### src/core/ddrps_pkg.sv
// Shared constants, state encodings and carrier types of the read strobe synchroniser
package ddrps_pkg;
    localparam int DQ_W = 8;
    localparam int FIFO_W = DQ_W + 1;
    localparam int FIFO_DEPTH = 16;
    localparam int FIFO_AW = 4;
    localparam int EDGE_W = 4;
    // Strobe edges in one read burst, one data word per edge
    localparam logic [EDGE_W-1:0] BURST_EDGES = 4'h8;
    localparam logic [EDGE_W-1:0] EDGES_RST = 4'h0;
    localparam logic POL_RST = 1'b0;
    localparam logic PHASE_RST = 1'b0;
    // Level the termination holds the undriven strobe at
    localparam logic DQS_IDLE_LVL = 1'b1;
    localparam logic [DQ_W-1:0] DQ_RST = 8'h00;

    typedef enum logic [3:0] {
        ST_IDLE = 4'b0001,
        ST_ARMED = 4'b0010,
        ST_BURST = 4'b0100,
        ST_DRAIN = 4'b1000
    } ddrps_state_t;

    // One captured word with a marker on the final word of the burst
    typedef struct packed {
        logic last;
        logic [DQ_W-1:0] data;
    } ddrps_beat_t;

    localparam ddrps_beat_t BEAT_RST = '{last: 1'b0, data: DQ_RST};

    typedef struct packed {
        ddrps_state_t state;
        logic dqs_s1;
        logic dqs_s2;
        logic dqs_s3;
        logic [DQ_W-1:0] dq_s1;
        logic [DQ_W-1:0] dq_s2;
        logic seen_idle;
        logic phase;
        logic pol;
        logic [EDGE_W-1:0] edges;
        logic pend;
        ddrps_beat_t hold;
        logic ovf;
    } ddrps_core_t;
endpackage

### src/core/ddrps_fifo.sv
// Parameterised valid/ready FIFO carrying captured read words
`timescale 1ns/1ps
module ddrps_fifo #(
    parameter int W = 9,
    parameter int DEPTH = 16,
    parameter int AW = 4
) (
    input wire logic clk,
    input wire logic rst_n,
    input wire logic in_valid,
    output logic in_ready,
    input wire logic [W-1:0] in_data,
    output logic out_valid,
    input wire logic out_ready,
    output logic [W-1:0] out_data
);
    typedef struct packed {
        logic [AW:0] wr;
        logic [AW:0] rd;
    } ddrps_ptr_t;

    ddrps_ptr_t ptr_reg;
    ddrps_ptr_t ptr_next;
    logic [W-1:0] mem [DEPTH];
    logic push;
    logic pop;

    ////////////////////////////////////////////////////////////////////////////
    // Full when pointers differ only in the wrap bit, empty when equal
    assign in_ready = !((ptr_reg.wr[AW] != ptr_reg.rd[AW])
                        && (ptr_reg.wr[AW-1:0] == ptr_reg.rd[AW-1:0]));
    assign out_valid = (ptr_reg.wr != ptr_reg.rd);
    assign push = in_valid && in_ready;
    assign pop = out_valid && out_ready;
    assign out_data = mem[ptr_reg.rd[AW-1:0]];

    // Pointer update
    always_comb
    begin
        ptr_next = ptr_reg;
        if (push)
        begin
            ptr_next.wr = ptr_reg.wr + 1'b1;
        end
        if (pop)
        begin
            ptr_next.rd = ptr_reg.rd + 1'b1;
        end
    end

    // Storage has no reset; only written slots are ever read
    always_ff @(posedge clk)
    begin
        if (push)
        begin
            mem[ptr_reg.wr[AW-1:0]] <= in_data;
        end
    end

    always_ff @(posedge clk or negedge rst_n)
    begin
        if (!rst_n)
        begin
            ptr_reg <= '0;
        end
        else
        begin
            ptr_reg <= ptr_next;
        end
    end
endmodule

### src/core/ddrps_sync.sv
// Read capture from the delayed strobe domain with per-read clock polarity choice
`timescale 1ns/1ps
// Behaviour
// Move strobe-captured data into system clock domain.
// Polarity picks which system edge loads data.
// Polarity chosen afresh at every read start.
// Memory leaves strobe undriven before a read.
// Memory drives strobe low at preamble start.
// Detect idle-to-low strobe transition at preamble.
// Detector output sets the synchroniser polarity.
// Polarity held until burst data transferred.
module ddrps_sync (
    input wire logic clk,
    input wire logic rst_n,
    input wire logic rd_start,
    input wire logic dqs_in,
    input wire logic [ddrps_pkg::DQ_W-1:0] dq_in,
    output logic rd_busy,
    output logic pol_out,
    output logic overflow,
    output logic rd_valid,
    input wire logic rd_ready,
    output ddrps_pkg::ddrps_beat_t rd_beat
);
    ddrps_pkg::ddrps_core_t s_reg;
    ddrps_pkg::ddrps_core_t s_next;
    logic fifo_in_valid;
    logic fifo_in_ready;
    logic [ddrps_pkg::FIFO_W-1:0] fifo_out_data;
    logic strobe_edge;
    logic preamble_seen;

    ////////////////////////////////////////////////////////////////////////////
    // Strobe edge and preamble decode from the second and third sampled stages
    assign strobe_edge = (s_reg.dqs_s2 != s_reg.dqs_s3);
    assign preamble_seen = s_reg.seen_idle && (s_reg.dqs_s2 != ddrps_pkg::DQS_IDLE_LVL);
    // load on chosen edge
    // The phase bit splits system edges into two alternating slots; pol picks one
    assign fifo_in_valid = s_reg.pend && (s_reg.phase == s_reg.pol);

    // Next-state logic
    always_comb
    begin
        s_next = s_reg;
        s_next.dqs_s1 = dqs_in;
        s_next.dqs_s2 = s_reg.dqs_s1;
        s_next.dqs_s3 = s_reg.dqs_s2;
        s_next.dq_s1 = dq_in;
        s_next.dq_s2 = s_reg.dq_s1;
        s_next.phase = !s_reg.phase;
        // Word leaves the hold stage only when the FIFO takes it
        if (fifo_in_valid && fifo_in_ready)
        begin
            s_next.pend = 1'b0;
        end
        unique case (s_reg.state)
            ddrps_pkg::ST_IDLE:
            begin
                // fresh evaluation
                // Detector is rearmed; the old pol is kept until the preamble overwrites it, before any capture
                if (rd_start)
                begin
                    s_next.state = ddrps_pkg::ST_ARMED;
                    s_next.seen_idle = 1'b0;
                    s_next.ovf = 1'b0;
                    s_next.edges = ddrps_pkg::EDGES_RST;
                end
            end
            ddrps_pkg::ST_ARMED:
            begin
                // preamble detector
                // Needs the terminated idle level first, then the driven low
                if (s_reg.dqs_s2 == ddrps_pkg::DQS_IDLE_LVL)
                begin
                    s_next.seen_idle = 1'b1;
                end
                else if (preamble_seen)
                begin
                    s_next.state = ddrps_pkg::ST_BURST;
                    // detector sets polarity
                    s_next.pol = s_reg.phase;
                end
            end
            ddrps_pkg::ST_BURST:
            begin
                // capture on strobe edge
                if (strobe_edge)
                begin
                    s_next.edges = s_reg.edges + 1'b1;
                    s_next.hold.data = s_reg.dq_s2;
                    s_next.hold.last = (s_reg.edges + 1'b1) == ddrps_pkg::BURST_EDGES;
                    s_next.pend = 1'b1;
                    // A word still waiting is overwritten; flag the loss
                    if (s_reg.pend && !(fifo_in_valid && fifo_in_ready))
                    begin
                        s_next.ovf = 1'b1;
                    end
                    if ((s_reg.edges + 1'b1) == ddrps_pkg::BURST_EDGES)
                    begin
                        s_next.state = ddrps_pkg::ST_DRAIN;
                    end
                end
            end
            ddrps_pkg::ST_DRAIN:
            begin
                // hold polarity until transferred
                if (!s_next.pend)
                begin
                    s_next.state = ddrps_pkg::ST_IDLE;
                end
            end
            default:
            begin
                s_next.state = ddrps_pkg::ST_IDLE;
            end
        endcase
    end

    // State register
    always_ff @(posedge clk or negedge rst_n)
    begin
        if (!rst_n)
        begin
            s_reg.state <= ddrps_pkg::ST_IDLE;
            s_reg.dqs_s1 <= ddrps_pkg::DQS_IDLE_LVL;
            s_reg.dqs_s2 <= ddrps_pkg::DQS_IDLE_LVL;
            s_reg.dqs_s3 <= ddrps_pkg::DQS_IDLE_LVL;
            s_reg.dq_s1 <= ddrps_pkg::DQ_RST;
            s_reg.dq_s2 <= ddrps_pkg::DQ_RST;
            s_reg.seen_idle <= 1'b0;
            s_reg.phase <= ddrps_pkg::PHASE_RST;
            s_reg.pol <= ddrps_pkg::POL_RST;
            s_reg.edges <= ddrps_pkg::EDGES_RST;
            s_reg.pend <= 1'b0;
            s_reg.hold <= ddrps_pkg::BEAT_RST;
            s_reg.ovf <= 1'b0;
        end
        else
        begin
            s_reg <= s_next;
        end
    end

    ////////////////////////////////////////////////////////////////////////////
    // Elastic store between capture and the consumer
    ddrps_fifo #(
        .W(ddrps_pkg::FIFO_W),
        .DEPTH(ddrps_pkg::FIFO_DEPTH),
        .AW(ddrps_pkg::FIFO_AW)
    ) u_fifo (
        .clk(clk),
        .rst_n(rst_n),
        .in_valid(fifo_in_valid),
        .in_ready(fifo_in_ready),
        .in_data(s_reg.hold),
        .out_valid(rd_valid),
        .out_ready(rd_ready),
        .out_data(fifo_out_data)
    );

    // Outputs
    assign rd_beat = ddrps_pkg::ddrps_beat_t'(fifo_out_data);
    assign rd_busy = (s_reg.state != ddrps_pkg::ST_IDLE);
    assign pol_out = s_reg.pol;
    assign overflow = s_reg.ovf;

    ////////////////////////////////////////////////////////////////////////////
    // Checks beside the logic
    rearm_clears_a: assert property (
        @(posedge clk) disable iff (!rst_n)
        (s_reg.state == ddrps_pkg::ST_IDLE) && rd_start
        |=> (s_reg.state == ddrps_pkg::ST_ARMED) && !s_reg.seen_idle && !s_reg.ovf)
        else $error("read start did not rearm the detector");

    preamble_detect_a: assert property (
        @(posedge clk) disable iff (!rst_n)
        (s_reg.state == ddrps_pkg::ST_ARMED) && s_reg.seen_idle && !s_reg.dqs_s2
        |=> (s_reg.state == ddrps_pkg::ST_BURST))
        else $error("preamble low not detected");

    no_early_burst_a: assert property (
        @(posedge clk) disable iff (!rst_n)
        (s_reg.state == ddrps_pkg::ST_ARMED) && !s_reg.seen_idle
        |=> (s_reg.state != ddrps_pkg::ST_BURST))
        else $error("burst entered without idle level seen");

    pol_from_det_a: assert property (
        @(posedge clk) disable iff (!rst_n)
        (s_reg.state == ddrps_pkg::ST_ARMED) ##1 (s_reg.state == ddrps_pkg::ST_BURST)
        |-> (s_reg.pol == $past(s_reg.phase)))
        else $error("polarity not taken from detector phase");

    pol_hold_a: assert property (
        @(posedge clk) disable iff (!rst_n)
        (s_reg.state inside {ddrps_pkg::ST_BURST, ddrps_pkg::ST_DRAIN})
        ##1 (s_reg.state inside {ddrps_pkg::ST_BURST, ddrps_pkg::ST_DRAIN})
        |-> $stable(s_reg.pol))
        else $error("polarity changed inside a read");

    load_slot_a: assert property (
        @(posedge clk) disable iff (!rst_n)
        s_reg.pend && fifo_in_ready && (s_reg.phase != s_reg.pol)
        |=> s_reg.pend)
        else $error("word loaded on the wrong system edge");

    edge_capture_a: assert property (
        @(posedge clk) disable iff (!rst_n)
        (s_reg.state == ddrps_pkg::ST_BURST) && strobe_edge
        |=> s_reg.pend && (s_reg.hold.data == $past(s_reg.dq_s2)))
        else $error("strobe edge did not capture data");

    // A fresh strobe edge refills the hold stage, so only edge-free windows are bounded
    transfer_bound_a: assert property (
        @(posedge clk) disable iff (!rst_n)
        s_reg.pend && fifo_in_ready && !strobe_edge ##1 fifo_in_ready && !strobe_edge
        |-> ##[0:1] !s_reg.pend)
        else $error("pending word not transferred within two edges");

    last_marker_a: assert property (
        @(posedge clk) disable iff (!rst_n)
        (s_reg.state == ddrps_pkg::ST_BURST) && strobe_edge
        && (s_reg.edges == (ddrps_pkg::BURST_EDGES - 1'b1))
        |=> s_reg.hold.last && (s_reg.state == ddrps_pkg::ST_DRAIN))
        else $error("final strobe edge did not mark the last word");

    drain_exit_a: assert property (
        @(posedge clk) disable iff (!rst_n)
        (s_reg.state == ddrps_pkg::ST_DRAIN) && fifo_in_valid && fifo_in_ready
        |=> (s_reg.state == ddrps_pkg::ST_IDLE))
        else $error("read did not end once its last word moved on");
endmodule

### config.mk
export PLATFORM = sky130hd
export DESIGN_NAME = ddrps_sync
export DESIGN_NICKNAME = d
export VERILOG_FILES = /design/src/core/ddrps_pkg.sv /design/src/core/ddrps_fifo.sv /design/src/core/ddrps_sync.sv
export SDC_FILE = /design/constraint.sdc
export NUM_CORES = 1
export LEC_CHECK = 0
export ABC_AREA = 1
export BUFFER_PORTS_ARGS = -buffer_cell sky130_fd_sc_hd__buf_2
export CAP_MARGIN = 15
export CORE_MARGIN = 4
export CORE_UTILIZATION = 30
export CTS_CLUSTER_SIZE = 12
export DETAILED_ROUTE_END_ITERATION = 8
export GPL_TIMING_DRIVEN = 0
export PLACE_DENSITY_LB_ADDON = 0.08
export SYNTH_ARGS = -nofsm -noshare
export SYNTH_HDL_FRONTEND = slang
export SYNTH_HIERARCHICAL = 1
export SYNTH_SLANG_ARGS = --single-unit
### constraint.sdc
create_clock -name clk -period 3.13 [get_ports clk]
set_clock_uncertainty 0.15 [all_clocks]
set_input_delay 0.1565 -clock clk [delete_from_list [all_inputs] [get_ports clk]]
set_output_delay 0.1565 -clock clk [all_outputs]
set_load 0.02 [all_outputs]
### Yosys cells after proc, flatten, opt, wreduce, memory -nomap -nowiden

Memories as Yosys holds them, arrays and structs flattened.
Cells that the tools add are included.

* output and inout port bits: 13
* memories: 1
* input port bits: 13
* flip-flop bits (word level): 51
* word-level logic and storage cells: 76
* memory bits (writable): 144

Memory list
* u_fifo.mem: words 16, width 9, rd ports 1, clocked after memory_dff 0, write ports 1, RTL line ddrps_fifo.sv:24 `logic [W-1:0] mem [DEPTH];`

* $add $sub $neg: 3
* bitwise logic cells: 1
* eq/ne operators: 19
* reductions and logical operators: 17
* muxes and demuxes: 19

Operators by type and width (number)
* 2-to-1 mux 4 bit: 7
* != test 2 bit, second input constant: 8
* case mux 4 bit (4 select lines): 1
* 2-to-1 mux 15 bit: 1
* adder 5 x 1 -> 5 bit, second input constant: 2
* 2-to-1 mux 10 bit: 1
* AND reduction 3 bit: 3
* == test 4 bit, second input constant: 2
* case mux 4 bit (2 select lines): 1
* logical AND 1 bit: 6
* 2-to-1 mux 1 bit: 6
* AND reduction 6 bit: 1
* != test 5 bit: 1
* adder 4 x 1 -> 4 bit, second input constant: 1
* == test 4 x 1 -> 1 bit, second input constant: 1
* == test 4 x 2 -> 1 bit, second input constant: 1
* == test 4 x 3 -> 1 bit, second input constant: 1
* == test 4 bit: 1
* != test 4 x 1 -> 1 bit, second input constant: 1
* case mux 1 bit (2 select lines): 2
* AND reduction 4 bit: 1
* nonzero test 2 bit: 2
* zero test 1 bit: 3
* != test 1 bit: 2
* other kinds (3): 3

### Logic depth before layout (Yosys ltp)

* word-level depth: 9
* depth in mapped cells: 12
* depth with buffers taken out: 11

### Modules after synthesis

Netlist, hierarchy kept.

By module, submodules not included
* ddrps_fifo: seq. area each 4574.4 um^2, instances 1, cells an instance 611, area each 6610.1 um^2
* ddrps_sync: seq. area each 1031.0 um^2, instances 1, cells an instance 151, area each 1539.0 um^2

### Worst setup path before layout

Ideal clock, no wire load.

* path kind: register to register
* from: reg s_reg, in the netlist pol_out
* to: mem u_fifo.mem[11][0] (enable)
* library setup time: 0.374 ns
* clock period less this slack: 2.026 ns
* path buffers: 0
* cell stages (with the launch flop): 8
* setup slack: 1.104 ns
* arrival: 1.501 ns
* data required time: 2.606 ns
* path through: dfrtp_1 inv_1 nand2_1 and3_1 nand2_1 inv_1 nand2_1 nor2_1

* longest elaborated chain between the ends: 5

Ends and longest elaborated chain
* start: declaration: RTL line ddrps_sync.sv:25 `ddrps_pkg::ddrps_core_t s_reg;`
* start signal: assignment: RTL line ddrps_sync.sv:140 `s_reg <= s_next;`
* == test 1 bit: RTL line ddrps_sync.sv:39 `assign fifo_in_valid = s_reg.pend && (s_reg.phase == s_reg.pol);`
* logical AND 1 bit: RTL line ddrps_sync.sv:39
* net fifo_in_valid: RTL line ddrps_sync.sv:27 `logic fifo_in_valid;`
* logical AND 1 bit: RTL line ddrps_fifo.sv:33 `assign push = in_valid && in_ready;`
* 2-to-1 mux 1 bit: RTL line ddrps_fifo.sv:54 `if (push)`
* 2-to-1 mux 1 bit (not written as such): RTL line ddrps_fifo.sv:56 `mem[ptr_reg.wr[AW-1:0]] <= in_data;`
* end: declaration: RTL line ddrps_fifo.sv:24

The timed path passes the listed nets, and every way through them passes these cells.

==> impl_summary.log <==
INFO  metric post_synth_mux_area_share = 0%
INFO  metric p_per_cell_area = between 800 and 900 mW/mm^2
INFO  metric cell_at_the_root_of_the_clock_tree = sky130_fd_sc_hd__clkbuf_16
INFO  metric place.port_buffers = 25
INFO  metric cts_resized = 0
INFO  metric cts_tree = done
INFO  metric die-area = approximately 0.03 sq mm
INFO  metric post_cts_buffers = 0
INFO  metric cp-start-kind = register
INFO  metric layout_commonest_cell = sky130_fd_sc_hd__nand2_1
INFO  metric post_synth_and_or_nand_nor_area_fraction = 21.2%
INFO  metric combinational_family_with_the_most_area_after_synthesis = simple AND/OR/NAND/NOR gates
INFO  metric dpl_cell_area = between 0.008 and 0.009 sq mm
INFO  metric clock_insertion_delay_worst_skew = between 400 and 500 ps
INFO  metric synth-warning-count = 6
INFO  metric synth_cells = 762
INFO  metric rsz0062_at_grt = false
INFO  metric synth_top_flop_cell = sky130_fd_sc_hd__edfxtp_1
INFO  metric share_of_the_synthesized_netlist_area_taken_by_xor_and_xnor_gates = less than 1%
INFO  metric leakage = about 0.0038 uW
INFO  metric design.portCount = 26
INFO  metric power.total = 7860 uW
INFO  metric share_of_layout_cells_above_drive_strength_1 = about 14%
INFO  metric grt_max_degree = 52
INFO  metric num_vias = 5342
INFO  metric design.core.area = 0.0268 sq mm
INFO  metric synth_edf_count = 144
INFO  metric post-route-cell-area = roughly 0.0095 sq mm
INFO  metric share_of_the_cycle_needed_by_the_critical_path_after_routing = 86.0%
INFO  metric clock_sink_count = 195
INFO  metric critPathArrivalTime = around 2400 ps
INFO  metric clk_pin_slew = approximately 70 ps
INFO  metric grt_util_all_layers = around 14%
INFO  metric hold_buffers = 12
INFO  metric routed_wl = between 20 and 25 mm
INFO  metric drtAntennaViolNets = 0
INFO  metric finalSetupViolCount = 0
INFO  metric initial_drc_count = roughly 300
INFO  metric floorplan.initialDensity = about 30%
INFO  metric placementRows = 60
INFO  metric initial_antenna_violation_count = 0
INFO  metric layoutNonFillerInstCount = approximately 1200
INFO  metric logic_depth_of_the_worst_register_to_register_path = 8
INFO  metric cts_made_buffers = 17
INFO  metric grt_pass1_wl = 31.9 mm
INFO  metric critical_path_class = register to output port
INFO  metric min_path_type = input pin to asynchronous set/reset pin
INFO  metric die_span_y = 173 um
INFO  metric first_pass_iters = 5
INFO  metric tns = 0 ps
INFO  metric drc_viols = 0
INFO  metric outcome = finished clean
INFO  metric avgRoutedWirePerCell = about 18 um
INFO  metric first_global_vias = ~5300
INFO  metric final.hold.worst_slack = 67.9 ps
INFO  metric max_slew_margin = a little under a third
INFO  metric ys_types = 32
INFO  metric final_period_minus_worst_setup_slack = approximately 2700 ps
INFO  metric final_net_count = between 800 and 900
INFO  metric maxClockFrequency = between 300 and 400 MHz
INFO  metric layout.cells.most_common_list = sky130_fd_sc_hd__nand2_1, sky130_fd_sc_hd__edfxtp_1, sky130_fd_sc_hd__nor2_1
INFO  metric route.detailed.vias_per_inst = 4.55
INFO  metric vdd.ir_drop.worst = about 0.00029 V
INFO  metric timing_worst_slew_pin_value = 1020 ps
INFO  metric antenna_cells = 0
INFO  metric layout-area-overhead-vs-synth = 16.0%
INFO  metric placed_cells_incl_taps = between 1000 and 1500
INFO  metric grt-ovfl-total = 0
INFO  metric dp_hpwl = approximately 14 mm
INFO  metric critical_path_required = 2820 ps
INFO  metric htreeDepth = 4
INFO  metric synth_fa_ha_area_share = 0.921%
INFO  metric netlist_area = 0.00815 sq mm
INFO  metric postSynthNetCount = 781
INFO  metric syn_area_per_cell = 10.7 sq um
INFO  metric synth_sequential_area_ratio = between 60% and 70%
INFO  metric critical_path.max_fanout = 10
INFO  metric cts.path.max_buffers = 2
INFO  metric synthArstFlopShare = a little over a quarter
INFO  metric cp-end-kind = output port
INFO  metric largest_register_ffs = roughly 140
INFO  metric timing.final.max_slew_violations = 0
INFO  metric finalHoldViolCount = 0
INFO  metric compound_gate_portion_of_the_synthesized_area = under 10%
INFO  metric yosys_register_bits = 195
INFO  metric chipWidth = 173 um
INFO  metric cap_violations = 0
INFO  metric gp_congestion = roughly 0.80
-- final cells by class --
cell class	count	area, sq um
Inverter	41	155
Fill cell	2687	17400
Tap cell	341	427
Sequential cell	195	5610
Timing Repair Buffer	38	265
Multi-Input combinational cell	497	2220
Buffer	29	169
Clock buffer	21	514
Clock inverter	11	95.1
-- stage by stage --
step | setup WS (ps) | util, %
4_1_cts | 415 | 35.2
6_report | 437 | 35.3
5_1_grt | 192 | 35.3
2_1_floorplan | 1100 | -
3_5_place_dp | 480 | 32.5
3_3_place_gp | 585 | 32.5
-- logic make-up after synthesis --
family                     after synthesis
buffers and inverters                   70
adders and majority gates                6
AOI/OAI and AO/OA                       73
DFF                                    195
and+or+nand+nor                        413
xor gates and xnor gates                 5
-- cells in the mapped netlist (8+ instances only) --
master	n	share of area (%)
sky130_fd_sc_hd__nor2_1	117	5.4
sky130_fd_sc_hd__clkbuf_1	8	0.37
sky130_fd_sc_hd__o21ai_0	67	4.1
sky130_fd_sc_hd__buf_2	9	0.55
sky130_fd_sc_hd__nand3_1	47	2.9
sky130_fd_sc_hd__nand2_1	218	10
sky130_fd_sc_hd__edfxtp_1	144	53
sky130_fd_sc_hd__dfrtp_1	47	14
sky130_fd_sc_hd__inv_1	33	1.5
sky130_fd_sc_hd__nor2_2	11	0.84
-- worst max-delay path: stages (launching register included) --
cell and delay, ps:
sky130_fd_sc_hd__dfrtp_1 460, sky130_fd_sc_hd__inv_2 90, sky130_fd_sc_hd__buf_6 160, sky130_fd_sc_hd__clkbuf_1 400
sky130_fd_sc_hd__nand2_1 100, sky130_fd_sc_hd__nand2_1 80, sky130_fd_sc_hd__nand2_1 70, sky130_fd_sc_hd__nand3_1 200
sky130_fd_sc_hd__nand3_1 110, sky130_fd_sc_hd__nand2_1 110, sky130_fd_sc_hd__buf_2 170
-- path summary, 6_finish.rpt --
path                              startpoint               end  slack (ps)
setup reg to reg           u_fifo/ptr_reg[2]  u_fifo/mem[0][1]         600
max in group asynchronous              rst_n         s_reg[37]        2160
hold / removal                         rst_n        s_next[21]          70
hold reg to reg                   s_next[25]         s_reg[25]         200
min in group clk                  s_next[25]         s_reg[25]         200
setup / recovery           u_fifo/ptr_reg[0]        rd_beat[0]         440
-- routing by layer --
layer | global-route usage [%] | vias up | share of wire (%)
li1 | - | 2647 | -
met1 | 19.2 | 2606 | 48
met2 | 22.4 | 77 | 47
met3 | 3.28 | 12 | 3.4
met4 | 4.36 | 0 | 1.4
met5 | 0 | - | 0
-- power by group --
part	leakage (uW)	switching, uW	internal [uW]
Combinational	0.00151	1730	768
Clock	0.000302	1040	1210
Sequential	0.00201	188	2930
Total	0.00383	2950	4910
Note: power is estimated with default switching activity, not from simulation.
